File: src/include/gpw_defines.svh
`ifndef GPW_DEFINES_SVH
`define GPW_DEFINES_SVH

// Byte offsets inside one port slot
`define GPW_PORT_STRIDE 8'h10
`define GPW_OFS_DATA 4'h0
`define GPW_OFS_DIR 4'h4
`define GPW_OFS_PULL 4'h8
// Shared registers, slot 7
`define GPW_MISC_SLOT 3'h7
`define GPW_ADDR_WAKE 8'h70
`define GPW_ADDR_CTRL 8'h74
`define GPW_ADDR_STAT 8'h78
`define GPW_ADDR_MASK 8'h7c

// Control register fields
`define GPW_CTRL_HALT_BIT 0
`define GPW_CTRL_IDLE_BIT 1
// Status register fields
`define GPW_STAT_WAKE_BIT 0

// Reset values
`define GPW_RST_DATA 8'h00
`define GPW_RST_DIR 8'hff
`define GPW_RST_PULL 8'h00
`define GPW_RST_WAKE 8'h00
`define GPW_RST_STAT 8'h00
`define GPW_RST_MASK 8'h00

// Implemented pins per port
`define GPW_MASK_FULL 8'hff
`define GPW_MASK_B_SMALL 8'h3f
`define GPW_MASK_C_SMALL 8'h0f
`define GPW_MASK_F_MID 8'h03
`define GPW_MASK_G 8'h03
`define GPW_MASK_NONE 8'h00

// Bus responses
`define GPW_RESP_OKAY 2'h0
`define GPW_RESP_DECERR 2'h3

`endif

File: src/include/gpw_pkg.sv
package gpw_pkg;
  typedef enum logic [1:0] {
    GPW_RUN,
    GPW_SLEEP,
    GPW_IDLE
  } gpw_state_e;

  typedef logic [7:0] gpw_byte_t;
endpackage

File: src/gpw_ports.sv
// Our own choices: the placing of the registers and the AXI4-Lite slave port.
`include "gpw_defines.svh"
`default_nettype none

module gpw_ports
  import gpw_pkg::*;
#(
  parameter int CONFIG = 3
) (
  input wire logic aclk,
  input wire logic aresetn,
  input wire logic [7:0] s_axi_awaddr,
  input wire logic s_axi_awvalid,
  output logic s_axi_awready,
  input wire logic [31:0] s_axi_wdata,
  input wire logic [3:0] s_axi_wstrb,
  input wire logic s_axi_wvalid,
  output logic s_axi_wready,
  output logic [1:0] s_axi_bresp,
  output logic s_axi_bvalid,
  input wire logic s_axi_bready,
  input wire logic [7:0] s_axi_araddr,
  input wire logic s_axi_arvalid,
  output logic s_axi_arready,
  output logic [31:0] s_axi_rdata,
  output logic [1:0] s_axi_rresp,
  output logic s_axi_rvalid,
  input wire logic s_axi_rready,
  input wire logic [55:0] pins_in,
  output logic [55:0] pins_out,
  output logic [55:0] pins_oe,
  output logic [55:0] pins_pullup,
  output logic core_halted,
  output logic core_idle,
  output logic wake,
  output logic irq
);

  // Pins implemented for a port in the chosen configuration
  function automatic gpw_byte_t impl_mask(input logic [2:0] p);
    gpw_byte_t m;
    m = `GPW_MASK_NONE;
    unique case (p)
      3'd0: m = `GPW_MASK_FULL;
      3'd1: m = (CONFIG < 2) ? `GPW_MASK_B_SMALL : `GPW_MASK_FULL;
      3'd2: m = (CONFIG == 0) ? `GPW_MASK_C_SMALL : `GPW_MASK_FULL;
      3'd3, 3'd4: m = (CONFIG >= 2) ? `GPW_MASK_FULL : `GPW_MASK_NONE;
      3'd5: begin
        m = `GPW_MASK_NONE;
        if (CONFIG == 2) m = `GPW_MASK_F_MID;
        if (CONFIG == 3) m = `GPW_MASK_FULL;
      end
      3'd6: m = (CONFIG == 3) ? `GPW_MASK_G : `GPW_MASK_NONE;
      default: m = `GPW_MASK_NONE;
    endcase
    return m;
  endfunction

  function automatic logic unmapped(input logic [7:0] a);
    return a[7] | ((a[6:4] != `GPW_MISC_SLOT) && (a[3:2] == 2'h3));
  endfunction

  gpw_byte_t data_q [7];
  gpw_byte_t dir_q [7];
  gpw_byte_t pull_q [7];
  gpw_byte_t wake_en;
  gpw_byte_t stat;
  gpw_byte_t mask;
  gpw_state_e state;

  logic [55:0] pin_meta;
  logic [55:0] pin_sync;
  gpw_byte_t pa_prev;

  logic aw_have;
  logic w_have;
  logic [7:0] aw_addr_q;
  logic [7:0] w_data_q;
  logic w_strb_q;
  logic wr_fire;
  logic wr_ok;
  logic [2:0] wr_port;
  gpw_byte_t wr_val;
  gpw_byte_t next_rdata;
  gpw_byte_t fall;
  logic wake_hit;

  assign wr_fire = aw_have & w_have & ~s_axi_bvalid;
  assign wr_ok = wr_fire & w_strb_q & ~unmapped(aw_addr_q);
  assign wr_port = aw_addr_q[6:4];
  assign wr_val = w_data_q & impl_mask(wr_port);

  // Two-flop synchroniser on every pad
  always_ff @(posedge aclk) begin
    if (!aresetn) begin
      pin_meta <= '0;
      pin_sync <= '0;
      pa_prev <= '0;
    end else begin
      pin_meta <= pins_in;
      pin_sync <= pin_meta;
      pa_prev <= pin_sync[7:0];
    end
  end

  // Falling edge on wake-enabled port A pins
  assign fall = wake_en & pa_prev & ~pin_sync[7:0];
  assign wake_hit = (state != GPW_RUN) && (fall != 8'h00);

  // Write address channel
  always_ff @(posedge aclk) begin
    if (!aresetn) begin
      aw_have <= 1'b0;
      aw_addr_q <= 8'h00;
      s_axi_awready <= 1'b1;
    end else if (s_axi_awvalid && s_axi_awready) begin
      aw_have <= 1'b1;
      aw_addr_q <= s_axi_awaddr;
      s_axi_awready <= 1'b0;
    end else if (s_axi_bvalid && s_axi_bready) begin
      aw_have <= 1'b0;
      s_axi_awready <= 1'b1;
    end
  end

  // Write data channel
  always_ff @(posedge aclk) begin
    if (!aresetn) begin
      w_have <= 1'b0;
      w_data_q <= 8'h00;
      w_strb_q <= 1'b0;
      s_axi_wready <= 1'b1;
    end else if (s_axi_wvalid && s_axi_wready) begin
      w_have <= 1'b1;
      w_data_q <= s_axi_wdata[7:0];
      w_strb_q <= s_axi_wstrb[0];
      s_axi_wready <= 1'b0;
    end else if (s_axi_bvalid && s_axi_bready) begin
      w_have <= 1'b0;
      s_axi_wready <= 1'b1;
    end
  end

  // Write response
  always_ff @(posedge aclk) begin
    if (!aresetn) begin
      s_axi_bvalid <= 1'b0;
      s_axi_bresp <= `GPW_RESP_OKAY;
    end else if (wr_fire) begin
      s_axi_bvalid <= 1'b1;
      s_axi_bresp <= unmapped(aw_addr_q) ? `GPW_RESP_DECERR : `GPW_RESP_OKAY;
    end else if (s_axi_bready) begin
      s_axi_bvalid <= 1'b0;
    end
  end

  // Port registers; writes drop unimplemented bits, but reset loads dir with all ones
  always_ff @(posedge aclk) begin
    if (!aresetn) begin
      for (int p = 0; p < 7; p++) begin
        data_q[p] <= `GPW_RST_DATA;
        dir_q[p] <= `GPW_RST_DIR;
        pull_q[p] <= `GPW_RST_PULL;
      end
    end else if (wr_ok && wr_port != `GPW_MISC_SLOT) begin
      unique case (aw_addr_q[3:0])
        `GPW_OFS_DATA: data_q[wr_port] <= wr_val;
        `GPW_OFS_DIR: dir_q[wr_port] <= wr_val;
        `GPW_OFS_PULL: pull_q[wr_port] <= wr_val;
        default: ;
      endcase
    end
  end

  // Port A wake enable
  always_ff @(posedge aclk) begin
    if (!aresetn) begin
      wake_en <= `GPW_RST_WAKE;
    end else if (wr_ok && aw_addr_q == `GPW_ADDR_WAKE) begin
      wake_en <= w_data_q;
    end
  end

  // Core power state
  always_ff @(posedge aclk) begin
    if (!aresetn) begin
      state <= GPW_RUN;
      wake <= 1'b0;
    end else begin
      wake <= wake_hit;
      if (wake_hit) begin
        state <= GPW_RUN;
      end else if (state == GPW_RUN && wr_ok && aw_addr_q == `GPW_ADDR_CTRL &&
                   w_data_q[`GPW_CTRL_HALT_BIT]) begin
        state <= w_data_q[`GPW_CTRL_IDLE_BIT] ? GPW_IDLE : GPW_SLEEP;
      end
    end
  end

  // Sticky status, set wins over write-one-to-clear
  always_ff @(posedge aclk) begin
    if (!aresetn) begin
      stat <= `GPW_RST_STAT;
      mask <= `GPW_RST_MASK;
    end else begin
      if (wr_ok && aw_addr_q == `GPW_ADDR_MASK) begin
        mask <= w_data_q;
      end
      stat[`GPW_STAT_WAKE_BIT] <=
        (stat[`GPW_STAT_WAKE_BIT] &
         ~(wr_ok && aw_addr_q == `GPW_ADDR_STAT && w_data_q[`GPW_STAT_WAKE_BIT])) |
        wake_hit;
    end
  end

  // Read value: inputs sampled now, outputs from the latch
  always_comb begin
    logic [2:0] rp;
    gpw_byte_t m;
    rp = s_axi_araddr[6:4];
    m = impl_mask(rp);
    next_rdata = 8'h00;
    if (!unmapped(s_axi_araddr)) begin
      if (rp == `GPW_MISC_SLOT) begin
        unique case (s_axi_araddr)
          `GPW_ADDR_WAKE: next_rdata = wake_en;
          `GPW_ADDR_CTRL: next_rdata = {6'h00, state == GPW_IDLE, state != GPW_RUN};
          `GPW_ADDR_STAT: next_rdata = stat;
          `GPW_ADDR_MASK: next_rdata = mask;
          default: next_rdata = 8'h00;
        endcase
      end else begin
        unique case (s_axi_araddr[3:0])
          `GPW_OFS_DATA: next_rdata = m & ((dir_q[rp] & pin_sync[rp*8 +: 8]) |
                                          (~dir_q[rp] & data_q[rp]));
          `GPW_OFS_DIR: next_rdata = m & dir_q[rp];
          `GPW_OFS_PULL: next_rdata = m & pull_q[rp];
          default: next_rdata = 8'h00;
        endcase
      end
    end
  end

  // Read channel
  always_ff @(posedge aclk) begin
    if (!aresetn) begin
      s_axi_arready <= 1'b1;
      s_axi_rvalid <= 1'b0;
      s_axi_rdata <= 32'h0000_0000;
      s_axi_rresp <= `GPW_RESP_OKAY;
    end else if (s_axi_arvalid && s_axi_arready) begin
      s_axi_arready <= 1'b0;
      s_axi_rvalid <= 1'b1;
      s_axi_rdata <= {24'h00_0000, next_rdata};
      s_axi_rresp <= unmapped(s_axi_araddr) ? `GPW_RESP_DECERR : `GPW_RESP_OKAY;
    end else if (s_axi_rvalid && s_axi_rready) begin
      s_axi_rvalid <= 1'b0;
      s_axi_arready <= 1'b1;
    end
  end

  // Pad drivers
  always_ff @(posedge aclk) begin
    if (!aresetn) begin
      pins_out <= '0;
      pins_oe <= '0;
      pins_pullup <= '0;
    end else begin
      for (int p = 0; p < 7; p++) begin
        pins_out[p*8 +: 8] <= data_q[p] & impl_mask(3'(p));
        pins_oe[p*8 +: 8] <= ~dir_q[p] & impl_mask(3'(p));
        pins_pullup[p*8 +: 8] <= pull_q[p] & dir_q[p] & impl_mask(3'(p));
      end
    end
  end

  always_ff @(posedge aclk) begin
    if (!aresetn) begin
      core_halted <= 1'b0;
      core_idle <= 1'b0;
      irq <= 1'b0;
    end else begin
      core_halted <= (state != GPW_RUN);
      core_idle <= (state == GPW_IDLE);
      irq <= |(stat & mask);
    end
  end
endmodule

`default_nettype wire

File: config.mk
export PLATFORM = sky130hd
export DESIGN_NAME = gpw_ports
export DESIGN_NICKNAME = d
export VERILOG_FILES = /design/src/include/gpw_pkg.sv /design/src/gpw_ports.sv
export VERILOG_INCLUDE_DIRS = /design/src /design/src/include
export SDC_FILE = /design/constraint.sdc
export NUM_CORES = 1
export LEC_CHECK = 0
export ABC_AREA = 1
export ABC_CLOCK_PERIOD_IN_PS = 2400
export BUFFER_PORTS_ARGS = -buffer_cell sky130_fd_sc_hd__buf_4
export CAP_MARGIN = 20
export CORE_UTILIZATION = 40
export DETAILED_ROUTE_END_ITERATION = 6
export HOLD_SLACK_MARGIN = 0.1
export PLACE_DENSITY_LB_ADDON = 0.15
export SYNTH_ARGS = -nofsm -noshare
export SYNTH_HDL_FRONTEND = slang
export SYNTH_SLANG_ARGS = --single-unit
File: constraint.sdc
create_clock -name aclk -period 2.4 [get_ports aclk]
set_clock_uncertainty 0.15 [all_clocks]
set_input_delay 0.24 -clock aclk [delete_from_list [all_inputs] [get_ports aclk]]
set_output_delay 0.24 -clock aclk [all_outputs]
set_load 0.05 [all_outputs]
After elaboration in Yosys (flattened, before gate mapping)
Memories as Yosys holds them, arrays and structs flattened.
Index checks and enable logic that the tools add are counted.
{"block": "totals", "regBits": 347, "mem_bits_rw": 168, "inputBits": 115, "out_inout_bits": 213, "elab_cells": 199, "mem_count": 3}
{"block": "classes", "n_eq_ne": 30, "shifts": 1, "mux": 45, "bitwise": 59, "reduce_logical": 34}
{"memory": "data_q", "depth": 7, "word_bits": 8, "rd": 8, "rd_ports_with_merged_regs": 0, "write_ports": 7, "line": "gpw_ports.sv:63", "text": "gpw_byte_t data_q [7];"}
{"memory": "dir_q", "depth": 7, "word_bits": 8, "rd": 8, "rd_ports_with_merged_regs": 0, "write_ports": 7, "line": "gpw_ports.sv:64", "text": "gpw_byte_t dir_q [7];"}
{"memory": "pull_q", "depth": 7, "word_bits": 8, "rd": 8, "rd_ports_with_merged_regs": 0, "write_ports": 7, "line": "gpw_ports.sv:65", "text": "gpw_byte_t pull_q [7];"}
{"operator": "8-bit bitwise AND", "count": 36}
{"operator": "8-bit inverter", "count": 9}
{"operator": "8-bit by 7-bit == test with 1-bit output (second input constant)", "count": 8}
{"operator": "8-bit two-way mux", "count": 7}
{"operator": "56-bit by 7-bit indexed part select with 8-bit output", "count": 1}
{"operator": "8-bit case mux with 2 select lines", "count": 2}
{"operator": "8-bit case mux with 4 select lines", "count": 1}
{"operator": "8-bit OR reduction", "count": 4}
{"operator": "1-bit two-way mux", "count": 28}
{"operator": "8-bit case mux with 3 select lines", "count": 1}
{"operator": "3-bit == test (second input constant)", "count": 7}
{"operator": "1-bit logical AND", "count": 16}
{"operator": "3-bit by 2-bit == test with 1-bit output (second input constant)", "count": 4}
{"operator": "6-bit OR reduction", "count": 2}
{"operator": "2-bit nonzero test", "count": 5}
{"operator": "3-bit two-way mux", "count": 3}
{"operator": "1-bit by 8-bit bitwise AND with 8-bit output", "count": 1}
{"operator": "4-bit by 3-bit == test with 1-bit output (second input constant)", "count": 2}
{"operator": "4-bit == test (second input constant)", "count": 2}
{"operator": "4-bit zero test", "count": 2}
{"operator": "8-bit bitwise OR", "count": 1}
{"operator": "8-bit nonzero test", "count": 1}
{"operator": "2-bit == test (second input constant)", "count": 3}
{"operator": "3-bit by 1-bit == test with 1-bit output (second input constant)", "count": 2}
{"operator": "other kinds (8)", "count": 21}

Logic depth before layout (Yosys ltp)
Gate-level depths: netlist of the first run.
{"block": "logic_depth", "ltp_word": 11, "depth_mapped": 16, "ltp_nobuf": 14}

Worst setup path after synthesis of the first run
Ideal clock, no wire load.
{"block": "synth_timing", "kind": "flip-flop to flip-flop", "start": "register aw_addr_q[4]", "end": "memory dir_q[1][0] in the netlist's numbering, enable pin", "setup_time_ns": 0.384, "arrival_ns": 2.111, "required_time_ns": 1.866, "slack_ns": -0.245, "stages_incl_launch_ff": 12, "n_path_buf": 1, "synth_period_minus_slack_ns": 2.645, "cell_sequence": "dfxtp_1 buf_4 inv_2 nor2_4 nand2_4 nand2_4 nand3_4 inv_6 nand3_4 nor3_1 inv_1 o21ai_0"}
{"item": "from (decl)", "line": "gpw_ports.sv:77", "text": "logic [7:0] aw_addr_q;"}
{"item": "from (signal assigned)", "line": "gpw_ports.sv:118", "text": "aw_addr_q <= s_axi_awaddr;"}
{"item": "to (decl)", "line": "gpw_ports.sv:64"}

==> results of run 1 <==
[where the power goes]
| part | total [W] | internal (W) | switching (W) |
|---|---|---|---|
| Sequential | 0.00942 | 0.00930 | 0.000121 |
| Clock | 0.00838 | 0.00491 | 0.00346 |
| Combinational | 0.00198 | 0.000646 | 0.00133 |
[final cells by class]
type	instances	share of cell area
clock buffers	79	0.0617
clock inverters	18	0.00681
inverters	379	0.0547
multi-input cells	1451	0.238
flip-flops and latches	519	0.459
well taps	664	0.0316
repair buffers	458	0.148
[layout by cell type (no fill, tap or decap), drive strengths merged]
master / Yosys / routed
a21oi: 61 / 61
buf: 82 / 372
bufinv: 0 / 2
clkbuf: 51 / 79
clkinv: 3 / 16
conb: 1 / 66
dfxtp: 351 / 351
dlygate4sd3: 0 / 86
edfxtp: 168 / 168
inv: 376 / 379
nand2: 797 / 797
nand3: 101 / 101
nand3b: 11 / 11
nand4: 18 / 18
nor2: 284 / 284
nor3: 14 / 14
nor3b: 1 / 1
nor4: 3 / 3
o2111ai: 1 / 1
o211ai: 2 / 2
o21ai: 84 / 84
o22ai: 3 / 3
o31ai: 2 / 2
o41ai: 1 / 1
or2: 2 / 2
[per-stage QoR]
stage	worst slack (ps)	area (um^2)	hold slack [ps]	TNS [ps]	utilization
floorplan	52.0	20400	188	0	-
global placement	12.6	23600	245	0	0.478
detailed placement	-15.6	23600	249	-15.6	0.478
CTS	39.0	26300	130	0	0.532
global route	18.4	26300	158	0	0.533
finish	145	26300	138	0	0.533
[worst max-delay path: stages, from the launching register on]
cell and delay, ps:
dfxtp_1 350, inv_2 60, nor2_4 140, nand2_4 70, nand2_4 70, nand3_4 90, buf_4 160, nor2_2 100
nand2_1 150, o21ai_2 220, nand4_2 140, nand2_1 140, buf_12 140
[kinds of logic (layout without fill, tap and decap cells)]
group           after synthesis  after routing
simple gates               1231           1231
flops                       519            519
buf+inv                     512            934
compound gates              154            154
other cells                   1             66
[final timing paths]
check | from | end | slack, ps | cells past startpoint
worst max register to register | aw_addr_q[4]$_SDFFE_PN0P_ | data_q[1][7]$_SDFFCE_PN0P_ | 150 | 12
worst min-delay path | s_axi_awvalid | aw_addr_q[7]$_SDFFE_PN0P_ | 140 | 4
worst min register to register | pin_meta[12]$_SDFF_PN0_ | pin_sync[12]$_SDFF_PN0_ | 250 | 2
worst max-delay path | aw_addr_q[4]$_SDFFE_PN0P_ | data_q[1][7]$_SDFFCE_PN0P_ | 150 | 12
[sequential cells by signal (all words and copies together) (netlist names), 2 cells and up]
register and flops:
pin_meta 56, data_q 64, pa_prev 8, mask 8, aw_addr_q 8, w_data_q 8
s_axi_rdata 8, pull_q 64, pins_oe 50, pins_out 50, pins_pullup 50, dir_q 64
wake_en 8, state 2, pin_sync 56
[routing by layer]
layer  track usage  wire, um  vias up
li1              -         -     8155
met1         0.303     25300     7507
met2         0.389     28300      559
met3        0.0377      3830      121
met4        0.0887      2180        4
met5             0        23        -
[what timing repair did]
item                       4_1_cts  5_1_grt
setup endpoints to repair        0       24
hold buffers                    86        0
hold endpoints to repair       166        0
resized for setup                0        3
==> flow_metrics.tcl, run 1 <==
set metrics [dict create \
    maxCapViolCount 0 \
    yosysTopAreaCell "dfxtp_1" \
    setup_viol 0 \
    yosysSeqAreaShare 0.598 \
    yosys-top-cells-area "dfxtp_1, edfxtp_1, nand2_1" \
    rsz0062_at_grt "false" \
    power_leakage_nw 12.9 \
    avgSynthCellArea_um2 8.36 \
    cts_setup_buffers 0 \
    rows 81 \
    yosysMostFrequentCell "nand2_1" \
    die_area_um2 51400 \
    ys_types 39 \
    synth_common_cells "nand2_1, inv_1, dfxtp_1" \
    htreeDepth 2 \
    multi_input_area_um2 6260 \
    start_util 0.409 \
    synth-simple-area-share 0.257 \
    grt_pass1_vias 15800 \
    yosys_most_used_dff "dfxtp_1" \
    vias_per_cell 4.58 \
    antenna_found_initial 2 \
    synth_xor_area_frac 0 \
    muxShareOfSynthArea 0 \
    postRouteAntennaNets 0 \
    path_max_fanout 8 \
    crit_type "flop to flop" \
    cp-start-kind "flop" \
    regArea_um2 12100 \
    synth_top_family_by_area "simple AND/OR/NAND/NOR gates" \
    vias 16300 \
    drc 0 \
    post_drt_wl_per_cell_um 16.7 \
    worst_pin_slew_ps 659 \
    yosysWarnings 0 \
    clk_path_buf_depth 3 \
    slew_headroom 0.557 \
    synth_seq_cells 519 \
    numCtsBuffers 53 \
    io_buffer_count 258 \
    synthToLayoutAreaGrowth_pct 30.1 \
    timing.final.crit_period_ps 2250 \
    hold_violations 0 \
    dp_hpwl_mm 44.2 \
    route.final.wire_length_mm 59.7 \
    cp-end-kind "flop" \
    critical_path_required_ps 2560 \
    yosys.area.top_type_share 0.348 \
    root_buffer "clkbuf_16" \
    track_usage 0.233 \
    syn_inst 2417 \
    syn_area_um2 20200 \
    antenna_cells 0 \
    grt-ovfl-total 0 \
    nets 2977 \
    drt_iter0_drc 1312 \
    power.total_w 0.0198 \
    status "completed" \
    tritoncts "built" \
    dr.pass1.iters 5 \
    synth_edf_count 168 \
    fp.dieW_um 227 \
    timing.fmax_mhz 443 \
    drive_above_1_share 0.181 \
    drv_slew 0 \
    arrival_ps 2420 \
    dp_cells 3385 \
    hp-class "input port to flop" \
    synthArstFlopShare 0 \
    grt_max_degree 155 \
    synthAdderAreaFrac 0 \
    vdd_ir_drop_max_mv 0.509 \
    fillers 4605 \
    core_area_um2 49400 \
    final_cells 3568 \
    clock_sinks 519 \
    clkTransAtPathRegs_ps 60 \
    die_height_um 227 \
    grt_pass1_wl_mm 89.8 \
    clk_latency_ps 610 \
    powerDensity_nw_per_um2 752 \
    pin_count 328 \
    synth_compound_area_frac 0.0394 \
    place_congestion 0.960 \
    finalCritPeriodShare 0.940 \
]
No activity file was read; power rests on OpenSTA's default activity.
==> run 2: changes to the inputs <==
--- a/config.mk
+++ b/config.mk
@@ -10,7 +10,7 @@
 export ABC_CLOCK_PERIOD_IN_PS = 2400
 export BUFFER_PORTS_ARGS = -buffer_cell sky130_fd_sc_hd__buf_4
 export CAP_MARGIN = 20
-export CORE_UTILIZATION = 40
+export CORE_UTILIZATION = 42
 export DETAILED_ROUTE_END_ITERATION = 6
 export HOLD_SLACK_MARGIN = 0.1
 export PLACE_DENSITY_LB_ADDON = 0.15
==> flow_metrics.tcl, run 2 (synthesis gave the netlist of run 1 again) <==
set metrics [dict create \
    path_depth 9 \
    path_max_fanout 8 \
    postRouteAntennaNets 0 \
    final_cell_mix "nand2_1, inv_1, dfxtp_1" \
    timing.fmax_mhz 442 \
    start_util 0.430 \
    synthToLayoutAreaGrowth_pct 29.3 \
    clock_sinks 519 \
    vias_per_cell 4.69 \
    top_usage_layer "met2" \
    pin_count 328 \
    drv_slew 0 \
    hold_violations 0 \
    worst_pin_slew_ps 747 \
    clkTransAtPathRegs_ps 60 \
    drc 0 \
    clk_path_buf_depth 3 \
    drt_iter0_drc 1297 \
    dp_hpwl_mm 43.1 \
    root_buffer "clkbuf_16" \
    vdd_ir_drop_max_mv 0.582 \
    post_drt_wl_per_cell_um 16.8 \
    vias 16400 \
    status "completed" \
    grt_max_degree 136 \
    cp-end-kind "flop" \
    tritoncts "built" \
    top_regs "data_q x64, dir_q x64, pull_q x64" \
    dr.pass1.iters 7 \
    cpMaxStageDelayCell "dfxtp_1" \
    grt_pass1_vias 15900 \
    timing.final.crit_period_ps 2260 \
    max_stage_delay_ps 310 \
    met2_usage 0.402 \
    die_height_um 221 \
    route.final.wire_length_mm 58.8 \
    nets 2962 \
    grt-ovfl-total 0 \
    drive_above_1_share 0.176 \
    rsz0062_at_grt "false" \
    final_core_util 0.556 \
    hp-class "input port to flop" \
    path_cells "nor2_1, inv_1, nor3_1, buf_4, nand3_4, nor2_8, inv_6, o21ai_0, inv_2" \
    fp.dieW_um 221 \
    power_leakage_nw 12.9 \
    die_area_um2 49000 \
    maxCapViolCount 0 \
    antenna_found_initial 2 \
    clk_latency_ps 610 \
    htreeDepth 2 \
    crit_type "flop to flop" \
    hold_path_depth 3 \
    core_area_um2 47000 \
    place_congestion 0.929 \
    finalCritPeriodShare 0.942 \
    powerDensity_nw_per_um2 761 \
    track_usage 0.237 \
    met1_usage 0.296 \
    slew_headroom 0.497 \
    mostFrequentLayoutCell "nand2_1" \
    tns_ps 0 \
    io_buffer_count 258 \
    grt_util_met3 0.0489 \
    numCtsBuffers 54 \
    grt_pass1_wl_mm 89.2 \
    critPathBufInv 4 \
    rows 79 \
    cp_top_family "simple AND/OR/NAND/NOR gates" \
    reg2reg_depth 9 \
    arrival_ps 2440 \
    setup_viol 0 \
    cp-start-kind "flop" \
    critical_path_required_ps 2580 \
]
-- run 2: worst register-to-register path: cells and delay by family, from the launching register on --
family / cells / cell delay [ps]
DFF: 1 / 310
and+or+nand+nor: 4 / 740
AOI/OAI and AO/OA: 1 / 270
buffers and inverters: 4 / 510
-- run 2: metrics by stage --
stage | setup WS [ps] | instance area [um^2] | total power (W) | std cells | hold WS, ps
4_1_cts | 43.8 | 26100 | 0.0200 | 3497 | 110
2_1_floorplan | 52.0 | 20400 | 0.0108 | 2482 | 188
6_report | 140 | 26100 | 0.0199 | 3498 | 149
5_1_grt | 15.6 | 26100 | 0.0206 | 3498 | 202
3_5_place_dp | 70.3 | 23400 | 0.0114 | 3311 | 246
3_3_place_gp | 124 | 23400 | 0.0114 | 3311 | 249
-- run 2: path summary, 6_finish.rpt --
check                            start                         to  slack [ps]
max          aw_addr_q[0]$_SDFFE_PN0P_     data_q[5][7]$_DFFE_PP_         140
min                      s_axi_awvalid  aw_addr_q[6]$_SDFFE_PN0P_         150
max reg2reg  aw_addr_q[0]$_SDFFE_PN0P_     data_q[5][7]$_DFFE_PP_         140
min reg2reg    pin_meta[40]$_SDFF_PN0_    pin_sync[40]$_SDFF_PN0_         260
-- run 2: final cells by class --
cell class	instances	area, um^2
repair buffers	442	3760
fillers	4310	20800
flip-flops and latches	519	12100
clock buffers	83	1680
multi-input cells	1451	6250
well taps	607	759
diodes	1	2.50
inverters	379	1440
clock inverters	16	143
-- run 2: timing repair --
| item | CTS | global route |
|---|---|---|
| hold buffers | 87 | 0 |
| resized for setup | 0 | 7 |
| setup endpoints to repair | 0 | 25 |
| endpoints found under the hold margin | 151 | 0 |
| setup buffers | 0 | 0 |
-- run 2: where the power goes --
| group | switching [W] | leakage (nW) | internal [W] |
|---|---|---|---|
| clock | 0.00343 | 0.904 | 0.00505 |
| sequential | 0.000119 | 4.42 | 0.00930 |
| combinational | 0.00133 | 7.55 | 0.000638 |
| total | 0.00488 | 12.9 | 0.0150 |
-- run 2: routing by layer --
layer / wire (um) / up-vias / share of wire
li1: - / 8128 / -
met1: 24200 / 7552 / 0.41
met3: 4100 / 110 / 0.070
met2: 28400 / 606 / 0.48
met4: 2110 / 0 / 0.036
met5: 0 / - / 0
==> run 3: changes to the inputs <==
--- a/config.mk
+++ b/config.mk
@@ -10,7 +10,7 @@
 export ABC_CLOCK_PERIOD_IN_PS = 2400
 export BUFFER_PORTS_ARGS = -buffer_cell sky130_fd_sc_hd__buf_4
 export CAP_MARGIN = 20
-export CORE_UTILIZATION = 42
+export CORE_UTILIZATION = 37
 export DETAILED_ROUTE_END_ITERATION = 6
 export HOLD_SLACK_MARGIN = 0.1
 export PLACE_DENSITY_LB_ADDON = 0.15
==> flow_metrics.tcl, run 3 (synthesis gave the netlist of run 1 again) <==
set metrics [dict create \
    grt_pass1_wl_mm 93.3 \
    place_congestion 0.902 \
    critical_path_required_ps 2570 \
    min_from "s_axi_wvalid" \
    final_cell_mix "nand2_1, buf_4, inv_1" \
    cp-start-kind "flop" \
    dp_hpwl_mm 46.5 \
    final_cells 3613 \
    htreeDepth 2 \
    crit_type "flop to flop" \
    arrival_ps 2430 \
    grt_pass1_vias 16000 \
    clkTransAtPathRegs_ps 60 \
    rrSetupSlack_ps 140 \
    rr_endpoint "dir_q[1][0]$_SDFFCE_PN1P_" \
    hold_path_end "w_strb_q$_SDFFE_PN0P_" \
    core_area_um2 53900 \
    vias_per_cell 4.53 \
    violations "design-rule violations" \
    power_leakage_nw 13.0 \
    top_regs "data_q x64, dir_q x64, pull_q x64" \
    worst_pin_slew_ps 887 \
    synthToLayoutAreaGrowth_pct 31.4 \
    reg2reg_depth 11 \
    slew_headroom 0.409 \
    antenna_found_initial 1 \
    vdd_ir_drop_max_mv 0.548 \
    track_usage 0.222 \
    nets 2986 \
    numCtsBuffers 54 \
    status "finished with violations" \
    timing.final.crit_period_ps 2260 \
    postRouteAntennaNets 0 \
    hold_violations 0 \
    rows 85 \
    drive_above_1_share 0.187 \
    reg2reg_from "aw_addr_q[3]$_SDFFE_PN0P_" \
    hold_path_depth 4 \
    die_area_um2 55500 \
    drv_slew 0 \
    powerDensity_nw_per_um2 764 \
    worstSetupStartpoint "aw_addr_q[3]$_SDFFE_PN0P_" \
    cp-end-kind "flop" \
    cts_setup_buffers 0 \
    pin_count 328 \
    tritoncts "built" \
    root_buffer "clkbuf_16" \
    power.total_w 0.0203 \
    final_core_util 0.492 \
    drc 6 \
    route.final.wire_length_mm 61.6 \
    dr.pass1.iters 7 \
    die_height_um 236 \
    dp_cells 3429 \
    timing.fmax_mhz 442 \
    clock_sinks 519 \
    start_util 0.375 \
    grt-ovfl-total 0 \
    io_buffer_count 258 \
    clk_path_buf_depth 3 \
    path_max_fanout 8 \
    finalCritPeriodShare 0.942 \
    setup_viol 0 \
    mostFrequentLayoutCell "nand2_1" \
    rsz0062_at_grt "false" \
    clk_latency_ps 610 \
    post_drt_wl_per_cell_um 17.1 \
    vias 16400 \
    grt_max_degree 90 \
    fp.dieW_um 236 \
    fillers 5187 \
    tns_ps 0 \
    hp-class "input port to flop" \
    maxCapViolCount 0 \
    drt_iter0_drc 1209 \
]
[run 3: cell count changes in the layout (fill, tap and decap cells not counted), sizes merged]
cell         delta
clkbuf          -6
dlygate4sd3     -5
diode           +1
bufinv          +3
inv             +4
buf            +29
clkinvlp        +2
clkinv          -2
[run 3: cell type report]
cell class | count | area, um^2 | share of cell area
sequential | 519 | 12100 | 0.455
multi-input combinational | 1451 | 6250 | 0.236
timing repair buffer | 466 | 3980 | 0.150
clock buffer | 77 | 1640 | 0.0619
inverter | 379 | 1440 | 0.0543
tap | 696 | 871 | 0.0328
clock inverter | 23 | 278 | 0.0105
antenna | 2 | 5.00 | 0.000189
[run 3: how the worst max path moves through the flow]
| stage | endpoint | slack (ps) | cells after the start |
|---|---|---|---|
| finish | dir_q[1][0]$_SDFFCE_PN1P_ | 140 | 11 |
| global route | dir_q[3][3]$_SDFFCE_PN1P_ | 20 | 11 |
| floorplan | dir_q[5][0]$_DFFE_PP_ | 50 | 9 |
| detailed placement | s_axi_rdata[6]$_SDFFE_PN0P_ | -90 | 15 |
| global placement | s_axi_rdata[6]$_SDFFE_PN0P_ | -90 | 15 |
| CTS | data_q[6][0]$_SDFFE_PN0P_ | 60 | 10 |
[run 3: worst max-delay path, cell delays in order (launching register included)]
cell and delay (ps):
dfxtp_1 350, nand2_1 150, nand2_1 110, nand2_4 110
nand3_4 130, inv_6 130, nand3_4 70, nor3_1 210
buf_4 180, inv_1 80, o21ai_2 170, buf_12 140
[run 3: power by group]
part,total (W),internal [W],switching (W)
Clock,0.00887,0.00532,0.00354
Combinational,0.00201,0.000659,0.00135
Sequential,0.00942,0.00930,0.000118
[run 3: per-layer routing]
| layer | vias to the layer above | track usage | routed length [um] |
|---|---|---|---|
| li1 | 8180 | - | - |
| met1 | 7590 | 0.284 | 26500 |
| met5 | - | 0 | 13 |
| met2 | 493 | 0.377 | 29800 |
| met4 | 2 | 0.0804 | 2020 |
| met3 | 102 | 0.0335 | 3270 |
[run 3: metrics by stage]
stage	instance area, um^2	hold WS [ps]	setup WS, ps
4_1_cts	26500	138	55.8
3_3_place_gp	23800	252	-90.1
3_5_place_dp	23800	245	-92.5
6_report	26500	166	139
2_1_floorplan	20400	188	52.0
5_1_grt	26500	201	15.8
[run 3: timing repair]
action / in CTS / in global routing
hold endpoints to repair: 187 / 0
setup endpoints to repair: 0 / 1
hold buffers: 82 / 0
gates resized for setup: 0 / 1
